===== src/rtl/bridge_ctrl_defines.svh =====
// Constants for the bridge control discard timer block.
// Included by the package and the block; definitions only.
`ifndef BRIDGE_CTRL_DEFINES_SVH
`define BRIDGE_CTRL_DEFINES_SVH

// Register byte addresses
`define OFF_CTRL 8'h3c
`define OFF_IRQ_STAT 8'h40
`define OFF_IRQ_MASK 8'h44

// Control register fields
`define B_ERR_EN 27
`define B_STAT 26
`define B_TMO_SEL 25
`define B_PRI_TMO 24
`define B_FAST_B2B 23
`define B_SRESET 22
`define CTRL_RST 32'h0000_00ff
`define LINE_RST 8'hff

// Interrupt status fields
`define IRQ_W 3
`define IRQ_DISCARD 0
`define IRQ_DONE 1
`define IRQ_SREL 2

// Discard intervals in secondary clocks
`define TICKS_LONG 32'd32768
`define TICKS_SHORT 32'd1024
`define CNT_W 16

`endif


===== src/rtl/bridge_ctrl_pkg.sv =====
// Types for the bridge control discard timer block.
// Needs bridge_ctrl_defines.svh on the include path.
`include "bridge_ctrl_defines.svh"

package bridge_ctrl_pkg;

	typedef enum logic [1:0] {
		ST_IDLE = 2'b01,
		ST_COUNT = 2'b10
	} fsm_t;

	typedef struct packed {
		logic sc_meta;
		logic sc_sync;
		logic sc_prev;
		logic md_meta;
		logic md_sync;
		fsm_t fsm;
		logic [`CNT_W-1:0] cnt;
		logic err_en;
		logic tmo_sel;
		logic sreset;
		logic stat;
		logic [7:0] int_line;
		logic [`IRQ_W-1:0] irq_st;
		logic [`IRQ_W-1:0] irq_mk;
		logic ack;
		logic [31:0] rdata;
		logic discard;
		logic msg_v;
		logic msg_fatal;
	} state_t;

endpackage


===== src/rtl/bridge_control_discard_timer.sv =====
// Bridge control register slice with secondary discard timer.
// Assumes a classic Wishbone master on clk, a secondary PCI
// clock and mode pin from outside, and queue logic on clk.
`timescale 1ns/1ps
`default_nettype none
`include "bridge_ctrl_defines.svh"

module bridge_control_discard_timer #(
	parameter logic [31:0] TICKS_LONG = `TICKS_LONG,
	parameter logic [31:0] TICKS_SHORT = `TICKS_SHORT
) (
	// Clock and reset
	input wire logic clk,
	input wire logic rst_n,
	// Wishbone slave
	input wire logic wb_cyc_i,
	input wire logic wb_stb_i,
	input wire logic wb_we_i,
	input wire logic [7:0] wb_adr_i,
	input wire logic [3:0] wb_sel_i,
	input wire logic [31:0] wb_dat_i,
	output logic [31:0] wb_dat_o,
	output logic wb_ack_o,
	// Secondary bus pins
	input wire logic sec_pci_clk,
	input wire logic sec_pci_mode,
	output logic sec_rst_n_o,
	output logic sec_init_o,
	output logic fast_b2b_o,
	// Delayed transaction queue
	input wire logic dt_head_i,
	input wire logic dt_done_i,
	output logic dt_discard_o,
	// Error reporting
	input wire logic aer_supported_i,
	input wire logic aer_fatal_i,
	input wire logic aer_mask_i,
	output logic err_msg_o,
	output logic err_fatal_o,
	// Interrupt
	output logic irq_o
);
	import bridge_ctrl_pkg::*;

	// ----------------------------------------
	// Decoding
	// ----------------------------------------
	function automatic logic hit(
		input logic [7:0] a,
		input logic [7:0] off
	);
		hit = (a[7:2] == off[7:2]);
	endfunction

	state_t s;
	state_t n;
	logic req;
	logic wr;
	logic rd;
	logic tick;
	logic expire;
	logic [`CNT_W-1:0] last;
	logic msg_go;
	logic [31:0] ctrl_val;

	// Reset value of the control register, picked apart bit by bit
	localparam logic [31:0] CTRL_RST_V = `CTRL_RST;

	// ----------------------------------------
	// Bus strobes
	// ----------------------------------------
	always_comb begin
		req = wb_cyc_i & wb_stb_i & ~s.ack;
		wr = wb_cyc_i & wb_stb_i & wb_we_i & s.ack;
		rd = wb_cyc_i & wb_stb_i & ~wb_we_i & s.ack;
	end

	// ----------------------------------------
	// Timer terms
	// ----------------------------------------
	always_comb begin
		tick = s.sc_sync & ~s.sc_prev;
		if (s.tmo_sel) begin
			last = TICKS_SHORT[`CNT_W-1:0] - 1'b1;
		end else begin
			last = TICKS_LONG[`CNT_W-1:0] - 1'b1;
		end
		expire = (s.fsm == ST_COUNT) & tick & (s.cnt == last)
			& ~dt_done_i & s.md_sync;
		msg_go = s.err_en
			| (aer_supported_i & ~aer_mask_i);
	end

	// ----------------------------------------
	// Register read view
	// ----------------------------------------
	always_comb begin
		ctrl_val = 32'h0000_0000;
		ctrl_val[`B_ERR_EN] = s.err_en;
		ctrl_val[`B_STAT] = s.stat;
		ctrl_val[`B_TMO_SEL] = s.tmo_sel;
		ctrl_val[`B_PRI_TMO] = 1'b0;
		ctrl_val[`B_FAST_B2B] = 1'b0;
		ctrl_val[`B_SRESET] = s.sreset;
		ctrl_val[7:0] = s.int_line;
	end

	// ----------------------------------------
	// Next state
	// ----------------------------------------
	always_comb begin
		n = s;
		n.sc_meta = sec_pci_clk;
		n.sc_sync = s.sc_meta;
		n.sc_prev = s.sc_sync;
		n.md_meta = sec_pci_mode;
		n.md_sync = s.md_meta;
		n.discard = 1'b0;
		n.msg_v = 1'b0;
		n.ack = req;
		n.rdata = s.rdata;

		// Read data is captured as the request is taken
		if (req) begin
			if (hit(wb_adr_i, `OFF_CTRL)) begin
				n.rdata = ctrl_val;
			end else if (hit(wb_adr_i, `OFF_IRQ_STAT)) begin
				n.rdata = {29'h0, s.irq_st};
			end else if (hit(wb_adr_i, `OFF_IRQ_MASK)) begin
				n.rdata = {29'h0, s.irq_mk};
			end else begin
				n.rdata = 32'h0000_0000;
			end
		end

		// Writes take effect at the acknowledging edge
		if (wr && hit(wb_adr_i, `OFF_CTRL)) begin
			if (wb_sel_i[3]) begin
				n.err_en = wb_dat_i[`B_ERR_EN];
				n.tmo_sel = wb_dat_i[`B_TMO_SEL];
				if (wb_dat_i[`B_STAT]) begin
					n.stat = 1'b0;
				end
			end
			if (wb_sel_i[2]) begin
				n.sreset = wb_dat_i[`B_SRESET];
			end
			if (wb_sel_i[0]) begin
				n.int_line = wb_dat_i[7:0];
			end
		end
		if (wr && hit(wb_adr_i, `OFF_IRQ_MASK) && wb_sel_i[0]) begin
			n.irq_mk = wb_dat_i[`IRQ_W-1:0];
		end
		if (rd && hit(wb_adr_i, `OFF_IRQ_STAT)) begin
			n.irq_st = '0;
		end

		// Discard timer
		unique case (s.fsm)
			ST_IDLE: begin
				n.cnt = '0;
				if (dt_head_i && s.md_sync && !s.sreset) begin
					n.fsm = ST_COUNT;
				end
			end
			ST_COUNT: begin
				if (dt_done_i) begin
					n.fsm = ST_IDLE;
					n.cnt = '0;
					n.irq_st[`IRQ_DONE] = 1'b1;
				end else if (expire) begin
					n.fsm = ST_IDLE;
					n.cnt = '0;
					n.discard = 1'b1;
					n.stat = 1'b1;
					n.irq_st[`IRQ_DISCARD] = 1'b1;
					n.msg_v = msg_go;
					n.msg_fatal = aer_supported_i & aer_fatal_i;
				end else if (!s.md_sync) begin
					n.fsm = ST_IDLE;
					n.cnt = '0;
				end else if (tick) begin
					n.cnt = s.cnt + 1'b1;
				end
			end
			default: begin
				n.fsm = ST_IDLE;
				n.cnt = '0;
			end
		endcase

		// Secondary side held at default while reset is on
		if (s.sreset) begin
			n.fsm = ST_IDLE;
			n.cnt = '0;
			n.discard = 1'b0;
			n.msg_v = 1'b0;
		end
		if (s.sreset && !n.sreset) begin
			n.irq_st[`IRQ_SREL] = 1'b1;
		end
	end

	// ----------------------------------------
	// State register
	// ----------------------------------------
	always_ff @(posedge clk) begin
		if (!rst_n) begin
			s.sc_meta <= 1'b0;
			s.sc_sync <= 1'b0;
			s.sc_prev <= 1'b0;
			s.md_meta <= 1'b0;
			s.md_sync <= 1'b0;
			s.fsm <= ST_IDLE;
			s.cnt <= '0;
			s.err_en <= CTRL_RST_V[`B_ERR_EN];
			s.tmo_sel <= CTRL_RST_V[`B_TMO_SEL];
			s.sreset <= CTRL_RST_V[`B_SRESET];
			s.stat <= CTRL_RST_V[`B_STAT];
			s.int_line <= `LINE_RST;
			s.irq_st <= '0;
			s.irq_mk <= '0;
			s.ack <= 1'b0;
			s.rdata <= 32'h0000_0000;
			s.discard <= 1'b0;
			s.msg_v <= 1'b0;
			s.msg_fatal <= 1'b0;
		end else begin
			s <= n;
		end
	end

	// ----------------------------------------
	// Outputs
	// ----------------------------------------
	always_comb begin
		wb_ack_o = s.ack;
		wb_dat_o = s.rdata;
		sec_rst_n_o = ~s.sreset;
		sec_init_o = s.sreset;
		fast_b2b_o = 1'b0;
		dt_discard_o = s.discard;
		err_msg_o = s.msg_v;
		err_fatal_o = s.msg_fatal;
		irq_o = |(s.irq_st & s.irq_mk);
	end
endmodule
`default_nettype wire


===== config.mk =====
export PLATFORM = sky130hd
export DESIGN_NAME = bridge_control_discard_timer
export DESIGN_NICKNAME = d
export VERILOG_FILES = /design/src/rtl/bridge_ctrl_pkg.sv /design/src/rtl/bridge_control_discard_timer.sv
export VERILOG_INCLUDE_DIRS = /design/src /design/src/rtl
export SDC_FILE = /design/constraint.sdc
export NUM_CORES = 1
export LEC_CHECK = 0
export ABC_AREA = 0
export BUFFER_PORTS_ARGS = -buffer_cell sky130_fd_sc_hd__buf_2
export CAP_MARGIN = 5
export CORE_ASPECT_RATIO = 1.75
export CORE_UTILIZATION = 40
export CTS_CLUSTER_DIAMETER = 200
export DETAILED_ROUTE_END_ITERATION = 8
export HOLD_SLACK_MARGIN = 0.15
export PLACE_DENSITY = 0.64
export REMOVE_ABC_BUFFERS = 1
export SLEW_MARGIN = 0
export SYNTH_ARGS = -nofsm -noshare
export SYNTH_HDL_FRONTEND = slang
export SYNTH_SLANG_ARGS = --single-unit

===== constraint.sdc =====
create_clock -name clk -period 2.2 [get_ports clk]
set_input_delay 0.22 -clock clk [delete_from_list [all_inputs] [get_ports clk]]
set_output_delay 0.22 -clock clk [all_outputs]
set_load 0.01 [all_outputs]

* Yosys cells after proc, flatten, opt, wreduce, memory -nomap -nowiden
Cells that the tools add are included.
Operators by class: divide/modulo/power cells 0, add/sub/neg operators 1, equal/unequal tests 9, $lt $le $gt $ge 0, shifts and indexed selects 0, muxes and demuxes 26, reductions and logical operators 18, bitwise operators 24, multiply operators 0
Operators with widths (count):
- 2-to-1 mux 18 bit | 2
- case mux 18 bit (2 select lines) | 1
- 2-to-1 mux 16 bit | 2
- 2-to-1 mux 28 bit | 1
- adder 16 x 1 -> 16 bit (second input constant) | 1
- == test 16 bit | 1
- 2-to-1 mux 15 bit | 1
- bitwise AND 1 bit | 13
- == test 6 x 5 -> 1 bit (second input constant) | 2
- 2-to-1 mux 3 bit | 4
- 2-to-1 mux 1 bit | 10
- 2-to-1 mux 10 bit | 1
- inverter 1 bit | 9
- 2-to-1 mux 8 bit | 1
- logical AND 1 bit | 7
- == test 6 x 4 -> 1 bit (second input constant) | 1
- 2-to-1 mux 2 bit | 3
- AND reduction 2 bit | 3
- != test 5 bit (second input constant) | 1
- OR reduction 5 bit | 1
- != test 4 bit (second input constant) | 1
- OR reduction 4 bit | 1
- bitwise AND 3 bit | 1
- AND reduction 3 bit | 1
- other kinds (8) | 9
Word-level totals: memory bits (writable) 0, input port bits 56, memory bits (read-only) 0, bits in latches 0, flip-flop bits (word level) 77, word-level logic and storage cells 98, memories 0

* Depth between registers and ports, before layout
word-level depth 9, mapped depth 8, depth with buffers taken out 7

* Least setup slack after synthesis
OpenSTA, ideal clock, no wires.
path type flip-flop to flip-flop, from register s[70] (netlist bit), to register s[69] (netlist bit), buffers on the path 1, data arrival time 1873 ps, cell stages (with the launch flop) 8, library setup time 74 ps, required time 2126 ps, path slack 253 ps, cell sequence dfxtp_1 > inv_1 > ha_1 > nor4bb_1 > buf_6 > nand2_1 > or4b_1 > a31oi_1
Between the ends: word-level cells in the longest chain between the ends 8, elaborated cells on any way between the ends 10, those cells by class 3 x eq/ne; 3 x mux; 4 x bitwise
Ends and longest elaborated chain:
- start, declared | RTL line bridge_control_discard_timer.sv:55 | state_t s;
- start signal, assigned | RTL line bridge_control_discard_timer.sv:230 | s <= n;
- == test 2 bit | RTL line bridge_control_discard_timer.sv:88, bridge_control_discard_timer.sv:160
- bitwise AND 1 bit (2 in series) | RTL line bridge_control_discard_timer.sv:88 | expire = (s.fsm == ST_COUNT) & tick & (s.cnt == last)
- bitwise AND 1 bit (2 in series) | RTL line bridge_control_discard_timer.sv:89 | & ~dt_done_i & s.md_sync;
- 2-to-1 mux 18 bit | RTL line bridge_control_discard_timer.sv:172 | end else if (expire) begin
- 2-to-1 mux 18 bit | RTL line bridge_control_discard_timer.sv:168 | if (dt_done_i) begin
- case mux 18 bit (2 select lines) | RTL line bridge_control_discard_timer.sv:160 | unique case (s.fsm)
Parallel ways exist; a longest one is shown, timed or not. A chain may end at the register's enable or synchronous reset.

* Worst setup path after layout
Same ends and word-level chain as after synthesis.

==> key figures <==
STA
  – Highest clock frequency the design can meet: 496 MHz
  – Final period demand of the worst path: 2.02 ns
  – Worst hold slack after final layout: 0.159 ns
  – Least-Margin Pin Slew: 0.574 ns
  – Final setup skew: 0.00515 ns
  – Number of endpoints failing setup at the final stage: 0
  – Max-slew headroom at the worst pin: 0.616
  – Final period utilization: 0.917
  – Setup repair after global routing missed its margin: false
  – Endpoints failing hold: 0
  – Count of final max-slew check failures: 0

Placement
  – Final weighted congestion in routability-driven placement: 0.819
  – Placement-stage cell area: 0.00302 mm²
  – Number of buffers added on ports: 51
  – Placed Instances: 459
  – Detailed Place HPWL: 4.80 mm

Pwr
  – Total power density per cell area: 757 mW/mm²
  – Internal: 2010 µW
  – Switching part of the total power: 0.222
  – Sw power: 574 µW
  – Combinational share of power: 0.072
  – Clock network fraction of total power: 0.517
  – Lkg Pwr: 0.00146 µW
  – Sequential cell fraction of total power: 0.410
  – Maximum vdd ir drop: 0.550 mV

Setup path
  – Arrival @ worst endpoint: 2.27 ns
  – Required time of the critical path: 2.45 ns
  – Maximum net fanout on the critical path: 4
  – Kind of end point of the critical path: flip-flop
  – FF-to-FF path depth: 6
  – Path type of the worst setup path: reg2reg
  – Worst Setup Start Kind: flip-flop

Logic synthesis
  – Count of flip-flops with a built-in enable after synthesis: 0
  – Mean area per synthesized cell: 8.28 µm²
  – Seq cells post-synth: 57
  – Fraction of registers with async set or reset after synthesis: 0
  – Portion of the post-synthesis area used by sequential elements: 0.406
  – Total of warnings raised by yosys: 0
  – Combined area of all synthesized cells: 0.00281 mm²
  – Number of library cell types mapped by synthesis: 46
  – Leading register cell type out of synthesis: sky130_fd_sc_hd__dfxtp_1
  – Syn Inst Count: 340

Floorplanning
  – Std-Cell Rows: 40
  – Initial Utilization: 0.410
  – Die Footprint: 0.00739 mm²
  – Vertical extent of the die: 113 µm
  – I/O pin count: 96
  – Overall die width: 65.4 µm
  – Floorplan Core Area: 0.00686 mm²

Global route
  – First-pass GRT wire length: 10.8 mm
  – Remaining global-route overflow: 0
  – Initial antenna violation count: 0
  – Overall routing resource usage: 0.194
  – Via count of the first global-routing pass: 2,372
  – Maximum number of pins on one net before global-route repair: 23

CTS
  – CTS tree: done
  – Hold bufs inserted after CTS: 10
  – Number of clock sinks: 57
  – Postcts setup bufs: 0
  – Maximum clock path buffer count: 2
  – Depth of the CTS H-tree: 3
  – CTS clock-pin slew for the worst setup and hold paths: 0.05 ns
  – Post-cts resize count: 0
  – Worst-skew pair later-pin latency: 0.32 ns
  – Clk Tree Root Cell: sky130_fd_sc_hd__clkbuf_16
  – Clock buffers created by TritonCTS: 9

Drt
  – First-iteration detailed-routing DRC count: 73
  – Drt drc: 0
  – Total iterations of the first detailed-routing run: 5
  – Mean number of vias per cell: 5.21
  – Wire length reported by the detailed router: 6.58 mm
  – Post-DRT Antenna Nets: 0
  – Wire length per cell after detailed routing: 13.6 µm
  – Via count of the routed design: 2,525

Flow run
  – Max-cap violations: 0

Cells and area
  – Share of layout cells above drive strength 1: 0.214
  – Antenna diodes: 0
  – Filler-free cell count of the finished design: 485
  – Area of all placed cells without fillers: 0.00341 mm²
  – # nets final: 456
  – Area overhead of the layout relative to synthesis: 21.3%

Run status
  – Run status: complete, no violations

Worst hold path
  – Worst Hold Path Cells: 3
  – Kind of path behind the tightest hold check: in2reg
-- path summary, 6_finish.rpt --
path           startpoint  slack [ns]      endpoint
min          wb_dat_i[25]        0.16  ctrl_val[25]
max                 s[70]        0.18         s[69]
max reg2reg         s[70]        0.18         s[69]
min reg2reg         n[75]        0.43         n[74]
-- cell usage in the layout (no fill, tap or decap), types with 6 or more instances in the layout --
master                          Yosys  layout
sky130_fd_sc_hd__dfxtp_1           57      57
sky130_fd_sc_hd__nand2_1           53      53
sky130_fd_sc_hd__buf_2              0      51
sky130_fd_sc_hd__nand3_1           27      27
sky130_fd_sc_hd__conb_1             1      21
sky130_fd_sc_hd__nor2_1            16      16
sky130_fd_sc_hd__nor3_1            11      11
sky130_fd_sc_hd__a21boi_0          11      11
sky130_fd_sc_hd__a21oi_1           10      10
sky130_fd_sc_hd__dlygate4sd3_1      0      10
sky130_fd_sc_hd__buf_4             33      10
sky130_fd_sc_hd__nor2b_1            9       9
sky130_fd_sc_hd__o21ai_0            9       9
sky130_fd_sc_hd__clkbuf_16          0       9
sky130_fd_sc_hd__inv_1              8       8
sky130_fd_sc_hd__and2_1             8       8
sky130_fd_sc_hd__nand4_1            7       7
sky130_fd_sc_hd__mux2i_1            7       7
sky130_fd_sc_hd__xnor2_1            6       6
-- worst max-delay path, cell delays in order (launching register included) --
cell and delay, ns:
sky130_fd_sc_hd__dfxtp_1 0.36, sky130_fd_sc_hd__inv_1 0.07, sky130_fd_sc_hd__ha_1 0.34, sky130_fd_sc_hd__nor4bb_1 0.38, sky130_fd_sc_hd__nand2_1 0.14, sky130_fd_sc_hd__or4b_1 0.49
sky130_fd_sc_hd__a31oi_1 0.16
-- cell families after synthesis --
group           after synthesis  share of synthesized area
other cells                   1                    0.00133
flops                        57                      0.406
buf+inv                      54                      0.119
xor+xnor                      6                     0.0187
fa+ha+maj                     4                     0.0178
mux                           7                     0.0249
simple gates                163                      0.300
compound gates               48                      0.113
-- metrics by stage --
step                      setup TNS (ns)  worst slack [ns]  total power, µW  utilization
after CTS                              0             0.183             2610        0.498
final                                  0             0.184             2580        0.498
after global placement                 0             0.248             1240        0.441
after floorplan                  -0.0858           -0.0858             1180            -
after global routing                   0            0.0921             2670        0.498
after detailed placement               0             0.181             1250        0.441
-- power groups by stage --
stage | clock network, µW | logic, µW | registers, µW
floorplan | 0 | 98.8 | 1080
global placement | 0 | 165 | 1080
detailed placement | 0 | 170 | 1080
CTS | 1370 | 185 | 1060
global route | 1400 | 211 | 1060
finish | 1340 | 187 | 1060
-- registers in the layout, indices dropped and copies added, names as in the netlist --
signal,count
err_fatal_o,1
n,3
wb_ack_o,1
s,26
ctrl_val,11
sec_init_o,1
dt_discard_o,1
wb_dat_o,12
err_msg_o,1
-- synth_stat cells (2+ instances only) --
cell type                  number  area share
sky130_fd_sc_hd__nand2_1       53       0.071
sky130_fd_sc_hd__nor4b_1        2      0.0062
sky130_fd_sc_hd__a31oi_1        4      0.0089
sky130_fd_sc_hd__nor3b_1        2      0.0053
sky130_fd_sc_hd__nor2b_1        9       0.020
sky130_fd_sc_hd__ha_1           4       0.018
sky130_fd_sc_hd__inv_1          8       0.011
sky130_fd_sc_hd__nor4_1         2      0.0044
sky130_fd_sc_hd__nor3_1        11       0.020
sky130_fd_sc_hd__o211ai_1       3      0.0080
sky130_fd_sc_hd__a221oi_1       3      0.0093
sky130_fd_sc_hd__nor2_1        16       0.021
sky130_fd_sc_hd__clkbuf_1      12       0.016
sky130_fd_sc_hd__a21boi_0      11       0.029
sky130_fd_sc_hd__and3_1         4      0.0089
sky130_fd_sc_hd__a21oi_1       10       0.018
sky130_fd_sc_hd__mux2i_1        7       0.025
sky130_fd_sc_hd__or3_1          3      0.0067
sky130_fd_sc_hd__dfxtp_1       57        0.41
sky130_fd_sc_hd__and3_2         5       0.013
sky130_fd_sc_hd__buf_4         33       0.088
sky130_fd_sc_hd__a22oi_1        3      0.0080
sky130_fd_sc_hd__xnor2_1        6       0.019
sky130_fd_sc_hd__and2_1         8       0.018
sky130_fd_sc_hd__nand4_1        7       0.016
sky130_fd_sc_hd__o21ai_0        9       0.016
sky130_fd_sc_hd__and3b_1        2      0.0062
sky130_fd_sc_hd__nand3b_1       2      0.0053
sky130_fd_sc_hd__nand3_1       27       0.048
-- layout make-up --
class                   count  area (µm²)
inverters                   8        30.0
clock buffers              14         284
repair buffers             71         430
clock inverters             2        10.0
multi-input cells         249        1410
flip-flops and latches     57        1140
well taps                  84         105
fillers                   634        3440
-- routing by layer --
layer / wire (µm) / global-route usage
met5: 0 / 0
met4: 218 / 0.126
met3: 255 / 0.0393
met2: 3700 / 0.362
met1: 2410 / 0.183
Power figures use the tool's default switching activity.
